$ cat src/ioexp_event_defs.svh
// register offsets, field positions, reset values for the expander address
// and general event control bank; assumes a 32-bit apb slave with byte addresses
`ifndef IOEXP_EVENT_DEFS_SVH
`define IOEXP_EVENT_DEFS_SVH
`define ADDR_GROUP_ONE 12'h438
`define ADDR_GROUP_TWO 12'h43C
`define ADDR_EVENT_CTL 12'h450
`define ADDR_EVENT_STS 12'h454
`define ADDR_IRQ_STS 12'h460
`define ADDR_IRQ_EN 12'h464
`define ADDR_IRQ_CLR 12'h468
`define ADDR_SEL_CTL 12'h46C
`define GROUP_TWO_MASK 32'h00FEFEFE
`define GROUP_ONE_MASK 32'hFEFEFEFE
`define EVENT_CTL_MASK 32'h0000003F
`define EVENT_CTL_RESET 32'h00000000
`define ADDR_RESET 7'h00
`define NUM_EXPANDERS 7
`define FIRST_EXPANDER 4
`define NUM_PORTS 5
`define SEL_DONE_BIT 31
`endif

$ cat src/ioexp_event_pkg.sv
// types for the expander address and general event control bank
// assumes the defines header is compiled alongside
package ioexp_event_pkg;
   typedef logic [6:0] bus_addr_type;
   typedef enum logic [1:0] {st_idle, st_wait_init} seq_state_type;
endpackage : ioexp_event_pkg

$ cat src/ioexp_addr_and_event_ctl.sv
// expander address registers, general event control/status, apb slave
// assumes synchronous inputs on pclk; smbus master and gpio mux lie outside
//
// Contract
// - group one holds expander 4..7 addresses at 7:1,15:9,23:17,31:25
// - group two holds expander 8..10 addresses; bits 31:24 read zero
// - address fields reset zero, writable only when unlocked, sticky
// - smbus master uses stored address for the addressed expander
// - bit 0 sets event output polarity: 0 active low, 1 active high
// - port 1 enable diverts its notifications to the event output
// - enables 2..5 do the same for ports 2..5, reset zero, sticky
// - event output for ports 1..5 is alternate function of gpio 7
// - address write to selected expander sets w1c done after init completes
// - status bit set while port asserts event, never when enable clear
// - pin driven with event output only when alternate function chosen
//
// Added by the designer: the APB interface to the registers.
`timescale 1ns/1ps
`include "ioexp_event_defs.svh"
module ioexp_addr_and_event_ctl
   import ioexp_event_pkg::*;
#(
   parameter int NUM_PORTS = `NUM_PORTS
) (
   input wire logic pclk,
   input wire logic presetn,
   input wire logic sticky_rst_n,
   input wire logic psel,
   input wire logic penable,
   input wire logic pwrite,
   input wire logic [11:0] paddr,
   input wire logic [31:0] pwdata,
   output logic [31:0] prdata,
   output logic pready,
   output logic pslverr,
   input wire logic write_lock,
   input wire logic [3:0] smbus_target_sel,
   output logic [6:0] smbus_target_addr,
   input wire logic init_done,
   input wire logic [NUM_PORTS:1] port_event,
   output logic [NUM_PORTS:1] port_native_enable,
   input wire logic gpio7_alt_sel,
   output logic gpio7_out,
   output logic gpio7_oe,
   output logic irq
);
   initial begin
      if (NUM_PORTS < 1 || NUM_PORTS > `NUM_PORTS) $error("NUM_PORTS unsupported");
   end

   // state in two structs; sticky one reset only by sticky_rst_n
   typedef struct packed {
      bus_addr_type [`NUM_EXPANDERS-1:0] exp_addr;
      logic polarity;
      logic [NUM_PORTS:1] redirect;
      logic [3:0] sel;
      logic done;
   } sticky_type;
   typedef struct packed {
      logic [31:0] rdata;
      logic ready;
      logic err;
      logic [6:0] tgt;
      logic [NUM_PORTS:1] native;
      logic [NUM_PORTS:1] sts;
      logic [1:0] irq_sts;
      logic [1:0] irq_en;
      logic gpio_out;
      logic gpio_oe;
      logic irq;
      seq_state_type seq;
   } state_type;

   sticky_type sk, next_sk;
   state_type st, next_st;

   // index of expander for a register word and field slot
   function automatic int exp_index(input logic [11:0] a, input int slot);
      exp_index = (a == `ADDR_GROUP_ONE) ? slot : 4 + slot;
   endfunction : exp_index

   logic wr_acc, rd_acc, any_evt, evt_level;
   always_comb begin
      wr_acc = psel && penable && pwrite && !st.ready;
      rd_acc = psel && !penable && !pwrite;
   end

   always_comb begin
      next_sk = sk;
      next_st = st;
      next_st.ready = 1'b0;
      next_st.err = 1'b0;
      any_evt = 1'b0;
      evt_level = 1'b0;
      // apb writes; address fields only while unlocked
      if (wr_acc) begin
         next_st.ready = 1'b1;
         unique case (paddr)
            `ADDR_GROUP_ONE, `ADDR_GROUP_TWO: begin
               if (!write_lock) begin
                  for (int s = 0; s < 4; s++) begin
                     if (exp_index(paddr, s) < `NUM_EXPANDERS) begin
                        next_sk.exp_addr[exp_index(paddr, s)] = pwdata[8*s+1 +: 7];
                        // write to selected expander arms the init sequence
                        if (4'(exp_index(paddr, s) + `FIRST_EXPANDER) == sk.sel) begin
                           next_st.seq = st_wait_init;
                        end
                     end
                  end
               end
            end
            `ADDR_EVENT_CTL: begin
               next_sk.polarity = pwdata[0];
               next_sk.redirect = pwdata[NUM_PORTS:1];
            end
            `ADDR_SEL_CTL: begin
               next_sk.sel = pwdata[29:26];
               if (pwdata[`SEL_DONE_BIT]) next_sk.done = 1'b0;
            end
            `ADDR_IRQ_EN: next_st.irq_en = pwdata[1:0];
            `ADDR_IRQ_CLR: next_st.irq_sts = st.irq_sts & ~pwdata[1:0];
            `ADDR_EVENT_STS, `ADDR_IRQ_STS: ;
            default: next_st.err = 1'b1;
         endcase
      end else if (psel && penable && !st.ready) begin
         next_st.ready = 1'b1;
         next_st.err = !(paddr inside {`ADDR_GROUP_ONE, `ADDR_GROUP_TWO, `ADDR_EVENT_CTL,
            `ADDR_EVENT_STS, `ADDR_IRQ_STS, `ADDR_IRQ_EN, `ADDR_SEL_CTL});
      end
      // read data captured in setup so it stands through access
      if (rd_acc) begin
         unique case (paddr)
            `ADDR_GROUP_ONE, `ADDR_GROUP_TWO: begin
               next_st.rdata = 32'h0;
               for (int s = 0; s < 4; s++) begin
                  if (exp_index(paddr, s) < `NUM_EXPANDERS)
                     next_st.rdata[8*s+1 +: 7] = sk.exp_addr[exp_index(paddr, s)];
               end
            end
            `ADDR_EVENT_CTL: next_st.rdata = 32'({sk.redirect, sk.polarity});
            `ADDR_EVENT_STS: next_st.rdata = 32'({st.sts, 1'b0});
            `ADDR_IRQ_STS: next_st.rdata = 32'(st.irq_sts);
            `ADDR_IRQ_EN: next_st.rdata = 32'(st.irq_en);
            `ADDR_SEL_CTL: next_st.rdata = {sk.done, 1'b0, sk.sel, 26'h0};
            default: next_st.rdata = 32'h0;
         endcase
      end
      // init sequence completion raises done; set beats clear
      unique case (st.seq)
         st_idle: ;
         st_wait_init: begin
            if (init_done) begin
               next_sk.done = 1'b1;
               next_st.seq = st_idle;
               any_evt = 1'b1;
            end
         end
         default: next_st.seq = st_idle;
      endcase
      // smbus target address for the selected expander
      next_st.tgt = (smbus_target_sel >= 4'(`FIRST_EXPANDER) &&
         smbus_target_sel < 4'(`FIRST_EXPANDER + `NUM_EXPANDERS)) ?
         sk.exp_addr[smbus_target_sel - 4'(`FIRST_EXPANDER)] : `ADDR_RESET;
      // redirected ports lose native notifications; status gated by enable
      next_st.native = ~sk.redirect;
      // gate with the enable being written now, so a cleared enable never leaves
      // its status bit standing for one more cycle
      next_st.sts = port_event & next_sk.redirect;
      evt_level = |next_st.sts;
      next_st.gpio_out = sk.polarity ? evt_level : !evt_level;
      next_st.gpio_oe = gpio7_alt_sel;
      // sticky interrupt bits: 0 done, 1 event rising
      if (any_evt) next_st.irq_sts[0] = 1'b1;
      if (evt_level && !(|st.sts)) next_st.irq_sts[1] = 1'b1;
      next_st.irq = |(next_st.irq_sts & next_st.irq_en);
   end

   // sticky fields survive the ordinary reset
   always_ff @(posedge pclk or negedge sticky_rst_n) begin
      if (!sticky_rst_n) sk <= '0;
      else sk <= next_sk;
   end

   always_ff @(posedge pclk or negedge presetn) begin
      if (!presetn) begin
         st <= '0;
         st.seq <= st_idle;
         st.gpio_out <= 1'b1;
      end else begin
         st <= next_st;
      end
   end

   always_comb begin
      prdata = st.rdata;
      pready = st.ready;
      pslverr = st.err;
      smbus_target_addr = st.tgt;
      port_native_enable = st.native;
      gpio7_out = st.gpio_out;
      gpio7_oe = st.gpio_oe;
      irq = st.irq;
   end

   a_status_gated: assert property (@(posedge pclk) disable iff (!presetn)
      (st.sts & ~sk.redirect) == '0) else $error("status set without enable");
   a_pin_alt_only: assert property (@(posedge pclk) disable iff (!presetn)
      !gpio7_alt_sel |=> !gpio7_oe) else $error("pin driven outside alt function");
   a_polarity_out: assert property (@(posedge pclk) disable iff (!presetn)
      ##1 (gpio7_out == ($past(sk.polarity) ? |st.sts : !(|st.sts))))
      else $error("event output polarity wrong");
   a_native_off: assert property (@(posedge pclk) disable iff (!presetn)
      $past(sk.redirect[1]) |-> !port_native_enable[1]) else $error("port1 not diverted");
   a_target_addr: assert property (@(posedge pclk) disable iff (!presetn)
      (smbus_target_sel == 4'h4 && $stable(sk.exp_addr[0])) |=> smbus_target_addr ==
      $past(sk.exp_addr[0])) else $error("wrong smbus target");
   a_lock_hold: assert property (@(posedge pclk) disable iff (!presetn)
      (write_lock && !$past(rd_acc)) |=> $stable(sk.exp_addr)) else $error("locked write took");
   a_done_set: assert property (@(posedge pclk) disable iff (!presetn)
      (st.seq == st_wait_init && init_done) |=> sk.done) else $error("done not set");
   a_group_two_top: assert property (@(posedge pclk) disable iff (!presetn)
      (rd_acc && paddr == `ADDR_GROUP_TWO) |=> prdata[31:24] == 8'h00)
      else $error("group two top bits nonzero");
   a_enable_store: assert property (@(posedge pclk) disable iff (!presetn)
      (wr_acc && paddr == `ADDR_EVENT_CTL) |=> sk.redirect == $past(pwdata[NUM_PORTS:1]))
      else $error("enable write lost");
endmodule : ioexp_addr_and_event_ctl

$ cat config.mk
export PLATFORM = sky130hd
export DESIGN_NAME = ioexp_addr_and_event_ctl
export DESIGN_NICKNAME = d
export VERILOG_FILES = /design/src/ioexp_event_pkg.sv /design/src/ioexp_addr_and_event_ctl.sv
export VERILOG_INCLUDE_DIRS = /design/src
export SDC_FILE = /design/constraint.sdc
export NUM_CORES = 1
export LEC_CHECK = 0
export ABC_AREA = 1
export BUFFER_PORTS_ARGS = -buffer_cell sky130_fd_sc_hd__buf_4
export CORE_UTILIZATION = 40
export CTS_BUF_LIST = sky130_fd_sc_hd__clkbuf_16
export CTS_CLUSTER_DIAMETER = 40
export CTS_CLUSTER_SIZE = 14
export DETAILED_ROUTE_END_ITERATION = 12
export GPL_TIMING_DRIVEN = 0
export PLACE_DENSITY = 0.63
export SKIP_CTS_REPAIR_TIMING = 1
export SYNTH_ARGS = -nofsm -noshare
export SYNTH_HDL_FRONTEND = slang
export SYNTH_SLANG_ARGS = --single-unit
$ cat constraint.sdc
create_clock -name pclk -period 1.9 [get_ports pclk]
set_clock_uncertainty 0.1 [all_clocks]
set_input_delay 0.19 -clock pclk [delete_from_list [all_inputs] [get_ports pclk]]
set_output_delay 0.19 -clock pclk [all_outputs]
set_load 0.1 [all_outputs]
# Word-level counts from Yosys, hierarchy flattened
# Index checks and enable logic that the tools add are counted.
classes:
  add_sub_neg: 5
  multipliers: 0
  div_mod_pow: 0
  magnitude_cmp: 15
  n_eq_ne: 13
  shifts: 0
  muxes: 82
  bitwise: 6
  reduce_logical: 28
ops:
  columns: ["cell", "n"]
  rows:
  - ["2-to-1 mux 49 bit", 13]
  - ["bitwise mux 49 bit", 4]
  - ["case mux 32 bit (6 select lines)", 1]
  - [">= comparator 32 x 1 -> 1 bit (second input constant)", 4]
  - ["< comparator 32 x 4 -> 1 bit (second input constant)", 4]
  - ["2-to-1 mux 7 bit", 18]
  - ["binary-select mux 7 bit (select 3 bit)", 5]
  - ["== test 12 x 11 -> 1 bit (second input constant)", 8]
  - ["demux 7 bit (select 3 bit)", 4]
  - ["2-to-1 mux 2 bit", 19]
  - ["adder 4 bit (second input constant)", 4]
  - ["== test 4 bit", 4]
  - ["< comparator 3 x 4 -> 1 bit (second input constant)", 4]
  - ["logical AND 1 bit", 12]
  - ["2-to-1 mux 3 bit", 4]
  - ["2-to-1 mux 10 bit", 1]
  - ["2-to-1 mux 5 bit", 2]
  - ["OR reduction 5 bit", 2]
  - ["2-to-1 mux 1 bit", 9]
  - ["< comparator 4 bit (second input constant)", 2]
  - ["OR reduction 8 bit", 1]
  - ["nonzero test 7 bit", 1]
  - ["logical NOT 1 bit", 6]
  - ["AND 5 bit", 1]
  - ["other kinds (13)", 16]
totals:
  regBits: 120
  latchBits: 0
  mem_bits_rw: 0
  romBits: 0
  input_bits: 62
  output_inout_bits: 49
  wordCells: 172
  mem_count: 0

# Depth between registers and ports, before layout
# Gate-level depths: netlist of the first run.
depth:
  ltp_word: 23
  mapped_depth: 12
  depth_no_buf: 12

# Worst setup path after synthesis of the first run
# No wires, ideal clock.
synth_path:
  path_type: "register to register"
  from: "register st (netlist bit pready)"
  to: "register sk[32] in the netlist's numbering"
  setup_ps: 128
  t_arrival_ps: 1827
  required_ps: 1672
  setup_slack_ps: -154
  stages_incl_launch_ff: 8
  n_path_buf: 0
  synth_period_minus_slack_ps: 2054
  cell_sequence: "dfrtp_1 -> inv_1 -> nand3_1 -> nor2_4 -> inv_2 -> nor2_2 -> nand2_2 -> mux2_1"
synth_via:
  elab_chain_cells: 3
synth_lines:
  columns: ["item", "line_no", "rtl"]
  rows:
  - ["start, declared", "ioexp_addr_and_event_ctl.sv:75", "state_type st, next_st;"]
  - ["start signal, assigned", "ioexp_addr_and_event_ctl.sv:190", "st <= next_st;"]
  - ["logical NOT 1 bit", "ioexp_addr_and_event_ctl.sv:84", "wr_acc = psel && penable && pwrite && !st.ready;"]
  - ["logical AND 1 bit", "ioexp_addr_and_event_ctl.sv:84", null]
  - ["AND reduction 3 bit (no line)", null, null]
  - ["end signal, assigned", "ioexp_addr_and_event_ctl.sv:181", "else sk <= next_sk;"]
  - ["end, declared", "ioexp_addr_and_event_ctl.sv:74", "sticky_type sk, next_sk;"]
# Every way passes these cells.
# A chain may end at the register's enable or synchronous reset.

==> flow_metrics.tcl, run 1 <==
set metrics [dict create \
    clk_pin_slew_ns 0.05 \
    grt.busiest_layer "met2" \
    dr.pass1.iters 5 \
    grt.overflow.total 0 \
    ant_nets 0 \
    tns_ns 0 \
    timing.slew.headroom_pct 47.23 \
    layout_common_cells "nand2_1 (171), buf_4 (160), dfrtp_1 (115), inv_1 (82), o21ai_1 (55)" \
    drtIter0Drc 304 \
    crit_slowest_cell "dfrtp_2" \
    setup_viol 0 \
    yosys_warnings 0 \
    cp-start-kind "flop" \
    critPathRequiredTime_ns 2.09 \
    cp_common_cell "nand2_2" \
    end_kind "flop" \
    synth_seq_cells 117 \
    wl_per_cell_um 16.43 \
    groute.usage.overall_pct 23.48 \
    min_period_ns 1.897 \
    root_buffer "clkbuf_16" \
    ios 111 \
    drv_cap 0 \
    fin_crit_sh_pct 99.84 \
    die_h_um 121.7 \
    vias 5117 \
    p_leak_nw 4.010 \
    drive_above_1_share_pct 27.37 \
    gp_congestion 0.9414 \
    dieArea_um2 14820 \
    ys_async_sr_fraction_pct 100.0 \
    avgViaCountPerCell 4.997 \
    port_buffers 102 \
    slew_violations 0 \
    synthToLayoutAreaGrowth_pct 33.73 \
    whs_ns -0.03221 \
    path_cells "inv_1, nand3_2, nor2_4, nand4_1, nand3_1, nand2_2, o21bai_4, nand2_2, nand2_2, nand2_1" \
    final_cell_area_um2 7670 \
    vdd_drop_max_mv 0.5676 \
    synth_cell_types 39 \
    fmax_ghz 0.5272 \
    nNetsFinal 895 \
    synth_edf_count 0 \
    start_util_pct 41.16 \
    die_w_um 121.7 \
    criticalPathCategory "reg2reg" \
    cts_buffers 17 \
    htreeDepth 4 \
    cp_max_fo 8 \
    grt.met2_usage_pct 38.10 \
    rows 43 \
    use_met3_pct 3.839 \
    crit_arrival_ns 2.09 \
    grt_max_degree 61 \
    diodes 0 \
    syn_inst 675 \
    powerDensity_nw_per_um2 789.6 \
    drcViolationCount 0 \
    grt_pass1_wl_um 25870 \
    antenna_found_initial 0 \
    rsz0062_at_grt "true" \
    hp-class "in2reg" \
    outcome "finished, violations left" \
    mostFrequentLayoutCell "nand2_1" \
    dp_hpwl_um 11970 \
    place_area_um2 6739 \
    clk_latency_ns 0.41 \
    failed_checks "hold timing" \
    cts.sinks 117 \
    tritoncts "built" \
    grt_pass1_vias 5039 \
    worst_pin_slew_ns 0.7916 \
    syn_area_um2 5736 \
    coreArea_um2 13930 \
    seq_area_frac_synth_pct 51.07 \
    syn_area_per_cell_um2 8.497 \
    max_stage_delay_ns 0.40 \
    synth_flop_cell "dfrtp_1" \
    routed_wl_um 16820 \
    hold_viol 7 \
    grt_use_met1_pct 31.47 \
    cts_buffer_depth 2 \
]
worst paths after layout:
kind	from	endpoint	slack (ns)	depth (start not counted)
setup / recovery	pready	irq	0.003	10
hold / removal	pwdata[27]	sk[34]	-0.03	3
setup reg to reg	pready	irq	0.003	10
hold reg to reg	sk[8]	port_native_enable[4]	0.33	1
max in group asynchronous	sticky_rst_n	sk[19]	0.86	2
min in group asynchronous	presetn	st[0]	0.31	2
Yosys cell counts, types with 8 or more instances:
library cell    n  area [um^2]
a21oi_1        24        120.1
buf_2          13        65.06
buf_4          46        345.3
dfrtp_1       116         2903
inv_1          77        289.0
nand2_1       173        649.4
nand3_1        15        75.07
nor2_1         23        86.33
nor2_4          8        90.09
nor3_1          9        45.04
o21ai_0        38        190.2
o21ai_1        54        270.3
o221ai_1        9        78.83
o22ai_1         8        50.05
registers in the layout (all words and copies together) (netlist names), 5 cells and up:
name and flops:
sk 60, prdata 29, st 11, smbus_target_addr 7
port_native_enable 5
area by class of cell:
cell class	instances	area (um^2)
fill	1304	6265
sequential	117	2930
multi-input combinational	410	2111
timing repair buffer	136	1091
buffer	67	467.9
clock buffer	17	425.4
inverter	84	315.3
tap	180	225.2
clock inverter	13	103.9
metrics by stage:
stage | instances | worst slack [ns] | hold WS (ns) | util [%] | power, mW
after floorplan | 678 | 0.01796 | -0.2056 | - | 2.898
after global placement | 960 | -0.1032 | 0.1992 | 48.36 | 3.126
after detailed placement | 960 | -0.08230 | 0.2009 | 48.36 | 3.131
after CTS | 990 | -0.03799 | -0.2249 | 52.16 | 6.039
after global routing | 1024 | -0.07112 | 0.003731 | 55.04 | 6.269
final | 1024 | 0.003091 | -0.03221 | 55.04 | 6.056
cells by family after synthesis:
| kind of cell | after synthesis | share of synthesized area, % |
|---|---|---|
| muxes | 2 | 0.3926 |
| AOI/OAI and AO/OA | 149 | 14.62 |
| other | 1 | 0.06538 |
| DFF | 117 | 51.07 |
| buffers and inverters | 151 | 13.18 |
| xor gates and xnor gates | 1 | 0.1527 |
| and+or+nand+nor | 254 | 20.53 |
power by group:
group | leakage, nW | switching [mW] | internal (mW)
sequential | 1.57 | 0.0125 | 2.52
combinational | 2.16 | 0.404 | 0.212
clock | 0.278 | 1.05 | 1.86
total | 4.01 | 1.46 | 4.59
per-layer routing:
layer / routed length [um] / share of wire, %
met1: 7611 / 45
met2: 8265 / 49
met3: 690 / 4.1
met4: 255 / 1.5
met5: 0 / 0
worst max-delay path: cells and delay by family (launching register included):
family / cells / cell delay, ns
flip-flops: 1 / 0.40
AND/OR/NAND/NOR: 8 / 1.06
buffers and inverters: 1 / 0.06
AO/OA/AOI/OAI: 1 / 0.15
(Power assumes the default switching activity.)
==> run 2, diff against run 1 <==
--- a/config.mk
+++ b/config.mk
@@ -8,13 +8,16 @@
 export LEC_CHECK = 0
 export ABC_AREA = 1
 export BUFFER_PORTS_ARGS = -buffer_cell sky130_fd_sc_hd__buf_4
+export CELL_PAD_IN_SITES_DETAIL_PLACEMENT = 1
+export CELL_PAD_IN_SITES_GLOBAL_PLACEMENT = 1
 export CORE_UTILIZATION = 40
 export CTS_BUF_LIST = sky130_fd_sc_hd__clkbuf_16
 export CTS_CLUSTER_DIAMETER = 40
 export CTS_CLUSTER_SIZE = 14
 export DETAILED_ROUTE_END_ITERATION = 12
 export GPL_TIMING_DRIVEN = 0
-export PLACE_DENSITY = 0.63
+export PLACE_DENSITY = 0.8
+export SETUP_SLACK_MARGIN = 0.1
 export SKIP_CTS_REPAIR_TIMING = 1
 export SYNTH_ARGS = -nofsm -noshare
 export SYNTH_HDL_FRONTEND = slang
==> run 2 against run 1 <==
The flow still finishes with violations (hold timing). Clock-buffer cell count is the same. Register-to-register slack better by 0.04 ns. Via count up 4.0%. Die area did not move. Combinational power grew 3%. Sequential share of layout area decreased by 0.73 points. Power rose by 6.5%. Sequential power hardly changed.
==> flow_metrics.tcl, run 2 (same netlist as run 1, synthesis figures left out) <==
set metrics [dict create \
    crit_arrival_ns 2.05 \
    rsz0062_at_grt "true" \
    fin_crit_sh_pct 97.54 \
    dp_hpwl_um 13090 \
    final_core_util_pct 56.16 \
    mostFrequentLayoutCell "nand2_1" \
    fmax_ghz 0.5396 \
    final_cell_area_um2 7826 \
    avgViaCountPerCell 5.188 \
    p_clk_share_pct 50.9 \
    finalWorstSetupSlack_ns 0.04681 \
    failed_checks "hold timing" \
    nNetsFinal 896 \
    drtIter0Drc 334 \
    seq_area_um2 2933 \
    worst_r2r_endpoint "irq" \
    p_leak_nw 4.079 \
    cp_max_fo 9 \
    cts.sinks 117 \
    synthToLayoutAreaGrowth_pct 36.45 \
    cts_buffer_depth 2 \
    groute.usage.overall_pct 26.27 \
    htreeDepth 4 \
    wl_per_cell_um 19.05 \
    min_to "sk[24]" \
    grt_max_degree 61 \
    layout.cells.non_filler 1026 \
    place_inst 960 \
    combPwrFrac_pct 9.8 \
    critPathRequiredTime_ns 2.10 \
    cp-start-kind "flop" \
    r2r_setup_slack_ns 0.05 \
    coreArea_um2 13930 \
    antenna_found_initial 1 \
    place_ws_ns -0.06130 \
    grt_pass1_vias 5503 \
    drv_cap 0 \
    hold_viol 8 \
    largest_reg_flops 60 \
    fillers 1622 \
    start_util_pct 41.16 \
    holdCritStartpoint "pwdata[15]" \
    routed_wl_um 19540 \
    grt.overflow.total 0 \
    switching_share_pct 24.27 \
    clk_pin_slew_ns 0.05 \
    end_kind "flop" \
    port_buffers 102 \
    vias 5323 \
    criticalPathCategory "reg2reg" \
    outcome "finished, violations left" \
    layout_common_cells "nand2_1 (170), buf_4 (153), dfrtp_1 (115), inv_1 (78), o21ai_1 (53)" \
    root_buffer "clkbuf_16" \
    die_w_um 121.7 \
    place_area_um2 6765 \
    crit_path_start "pready" \
    p_sw_mw 1.566 \
    die_h_um 121.7 \
    powerDensity_nw_per_um2 824.4 \
    internal-power_mw 4.887 \
    rr_startpoint "pready" \
    regMostFlops "sk" \
    worst_pin_slew_ns 0.8211 \
    multi_input_area_um2 2147 \
    drcViolationCount 0 \
    whs_ns -0.02637 \
    gp_congestion 0.9075 \
    dieArea_um2 14820 \
    min_period_ns 1.853 \
    cts_buffers 17 \
    setup_viol 0 \
    hold_path_depth 3 \
    tritoncts "built" \
    vdd_drop_max_mv 0.6971 \
    dr.pass1.iters 5 \
    hp-class "in2reg" \
    pwr-share-seq_pct 39.3 \
    ant_nets 0 \
    drive_above_1_share_pct 28.76 \
    timing.slew.headroom_pct 45.26 \
    rows 43 \
    clk_latency_ns 0.41 \
    ios 111 \
    slew_violations 0 \
    reg2regPathDepth 11 \
    grt_pass1_wl_um 29010 \
]
[run 2: cell types whose count changed in the layout (fill, tap and decap cells not counted), moves of 2 or more]
cell       previous run  this run
buf_4               160       153
buf_6                 2         9
bufinv_16             2         4
clkinv_1              4         2
clkinv_4              0         2
inv_1                82        78
mux2_1                2         0
mux2_4                0         2
o21ai_1              55        53
[run 2: critical path, cell delays in order, from the launching register on]
cell and delay [ns]:
dfrtp_4 0.48, inv_2 0.06, nand3_2 0.08, nor2_4 0.11, buf_12 0.14, nand4_1 0.18
nand3_2 0.17, nand3_4 0.10, o21bai_4 0.14, nand2_2 0.07, nand2_1 0.06, nand2_1 0.05
[run 2: layout make-up]
| class | count | area share, % |
|---|---|---|
| antenna | 1 | 0.03197 |
| buffer | 67 | 6.347 |
| clock buffer | 17 | 5.436 |
| clock inverter | 13 | 2.142 |
| inverter | 84 | 4.029 |
| multi-input combinational | 410 | 27.43 |
| sequential | 117 | 37.47 |
| tap | 180 | 2.878 |
| timing repair buffer | 137 | 14.23 |
[run 2: power groups by stage]
stage | registers (mW) | logic [mW] | clock network [mW]
after floorplan | 2.60 | 0.300 | 0
after global placement | 2.57 | 0.557 | 0
after detailed placement | 2.58 | 0.566 | 0
after CTS | 2.53 | 0.571 | 3.31
after global routing | 2.54 | 0.679 | 3.40
final | 2.53 | 0.634 | 3.28
[run 2: per-stage QoR]
step,total power [mW],TNS [ns]
finish,6.452,0
global placement,3.132,-0.03738
detailed placement,3.142,-0.2476
floorplan,2.901,0
global route,6.614,-0.03619
CTS,6.410,-0.8652
[run 2: worst max-delay path by stage]
| stage | endpoint | slack, ns | cells after the start |
|---|---|---|---|
| final | irq | 0.05 | 11 |
| after global routing | irq | -0.02 | 11 |
| after CTS | irq | -0.07 | 10 |
| after detailed placement | prdata[6] | -0.06 | 10 |
| after global placement | prdata[6] | -0.04 | 10 |
| after floorplan | sk[39] | 0.07 | 9 |
[run 2: per-layer routing]
metal  part of all wire (%)  vias to the layer above  global-route usage (%)
met4                    1.6                        0                   7.948
met2                     52                      142                   44.31
met3                    4.0                       29                   4.635
met5                      0                        -                       0
met1                     42                     2688                   34.30
li1                       -                     2464                       -
==> run 3, diff against run 2 <==
==> constraint.sdc (replaced) <==
create_clock -name pclk -period 1.9 [get_ports pclk]
set_clock_uncertainty 0.1 [all_clocks]
set_input_delay 0.19 -clock pclk [delete_from_list [all_inputs] [get_ports pclk]]
set_output_delay 0.19 -clock pclk [all_outputs]
set_load 0.01 [all_outputs]
==> run 3 against run 2 <==
The flow finishes with violations (hold timing, setup timing). Setup slack lost 0.083 ns. Sequential power hardly changed. Combinational power is 22% lower. Global-route usage is 0.71 points higher. Die area is the same. Clock-buffer cell count unchanged. Via count down 0.32%. First-iteration DRC count unchanged. Power decreased by 3.8%. Critical endpoint unchanged.
==> flow_metrics.tcl, run 3 (same netlist as run 1, synthesis figures left out) <==
set metrics [dict create \
    outcome "finished, violations left" \
    failed_checks "hold timing, setup timing" \
    drive_above_1_share_pct 27.98 \
    critPathRequiredTime_ns 2.10 \
    synthToLayoutAreaGrowth_pct 34.73 \
    clk_latency_ns 0.42 \
    worst_pin_slew_ns 0.8043 \
    timing.slew.headroom_pct 46.38 \
    dieArea_um2 14820 \
    crit_slowest_cell "dfrtp_1" \
    routed_wl_um 19550 \
    coreArea_um2 13930 \
    htreeDepth 4 \
    diodes 0 \
    drv_cap 0 \
    cts.sinks 117 \
    setup_viol 1 \
    end_kind "flop" \
    tritoncts "built" \
    dp_hpwl_um 13340 \
    cp.depth 11 \
    p_leak_nw 4.019 \
    vias 5306 \
    start_util_pct 41.16 \
    p_total_mw 6.205 \
    hold_viol 7 \
    max_stage_delay_ns 0.39 \
    finalWorstSetupSlack_ns -0.03637 \
    gp_congestion 0.8984 \
    cp_common_cell "nand2_1" \
    hp-class "in2reg" \
    grt.overflow.total 0 \
    crit_arrival_ns 2.14 \
    rr_startpoint "pready" \
    reg2regPathDepth 11 \
    fmax_ghz 0.5164 \
    path_cells "inv_2, nand3_2, nor2_4, buf_12, nand4_1, nand3_2, nand2_1, o21bai_4, nand2_2, nand2_1, nand2_1" \
    cp.buffers_inverters 2 \
    port_buffers 102 \
    vdd_drop_max_mv 0.7447 \
    whs_ns -0.01825 \
    regMostFlops "sk" \
    fillers 1672 \
    worst_r2r_endpoint "irq" \
    criticalPathCategory "reg2reg" \
    ios 111 \
    cts_buffers 17 \
    grt_pass1_wl_um 29330 \
    fin_crit_sh_pct 101.9 \
    cp_max_fo 7 \
    min_period_ns 1.936 \
    root_buffer "clkbuf_16" \
    drtIter0Drc 334 \
    crit_path_start "pready" \
    wl_per_cell_um 19.04 \
    clk_pin_slew_ns 0.06 \
    min_to "sk[34]" \
    largest_reg_flops 60 \
    mostFrequentLayoutCell "nand2_1" \
    cp-start-kind "flop" \
    grt_pass1_vias 5352 \
    place_ws_ns -0.08485 \
    path_delay_family "simple AND/OR/NAND/NOR gates" \
    nNetsFinal 897 \
    dr.pass1.iters 7 \
    rsz0062_at_grt "true" \
    layout_common_cells "nand2_1 (173), buf_4 (159), dfrtp_1 (116), inv_1 (77), o21ai_1 (55)" \
    avgViaCountPerCell 5.167 \
    hold_path_depth 3 \
    cts_buffer_depth 2 \
    powerDensity_nw_per_um2 802.9 \
    groute.usage.overall_pct 26.98 \
    rows 43 \
    grt_max_degree 61 \
    slew_violations 0 \
    ant_nets 0 \
    die_w_um 121.7 \
    antenna_found_initial 0 \
    drcViolationCount 0 \
    r2r_setup_slack_ns -0.04 \
    holdCritStartpoint "pwdata[27]" \
    die_h_um 121.7 \
]
==> run 3: cell count changes in the layout (fill, tap and decap cells not counted), moves of 3 or more <==
cell     change
buf_4        +6
buf_2        +5
buf_6        -9
nand2_1      +3
==> run 3: how the worst max path moves through the flow <==
stage,slack (ns),endpoint
floorplan,0.27,sk[32]
global placement,-0.04,prdata[6]
detailed placement,-0.08,prdata[6]
CTS,-0.09,sk[53]
global route,-0.09,irq
finish,-0.04,irq
==> run 3: worst reg2reg max path, cell delays in order, from the launching register on <==
cell and delay, ns:
dfrtp_1 0.39, inv_2 0.07, nand3_2 0.10, nor2_4 0.20, buf_12 0.15, nand4_1 0.18, nand3_2 0.15, nand2_1 0.12
o21bai_4 0.15, nand2_2 0.07, nand2_1 0.07, nand2_1 0.06
==> run 3: report_power, final <==
part / internal [mW] / switching, mW
combinational: 0.214 / 0.284
sequential: 2.52 / 0.0134
clock: 2.01 / 1.16
total: 4.75 / 1.46
==> run 3: per-layer routing <==
metal / up-vias / GRT usage [%] / share of wire (%)
li1: 2466 / - / -
met5: - / 0 / 0
met3: 30 / 5.384 / 3.3
met1: 2694 / 34.77 / 43
met4: 0 / 9.414 / 2.0
met2: 116 / 44.99 / 52
==> run 3: per-stage QoR <==
step           area (um^2)   TNS, ns  instances  utilization (%)  hold slack (ns)
4_1_cts               7307    -1.440        991            52.44          -0.2291
2_1_floorplan         5747         0        678                -          -0.2056
3_3_place_gp          6738  -0.04290        960            48.35           0.1994
5_1_grt               7727   -0.1014       1027            55.45        0.0005665
3_5_place_dp          6738   -0.7428        960            48.35           0.2005
6_report              7727  -0.03637       1027            55.45         -0.01825
==> run 3: area by class of cell <==
cell class | instances | area (um^2) | share of cell area, %
timing repair buffer | 138 | 1119 | 14.48
multi-input combinational | 410 | 2120 | 27.43
tap | 180 | 225.2 | 2.915
inverter | 84 | 315.3 | 4.080
clock inverter | 14 | 143.9 | 1.862
clock buffer | 17 | 425.4 | 5.505
sequential | 117 | 2929 | 37.90
buffer | 67 | 450.4 | 5.829
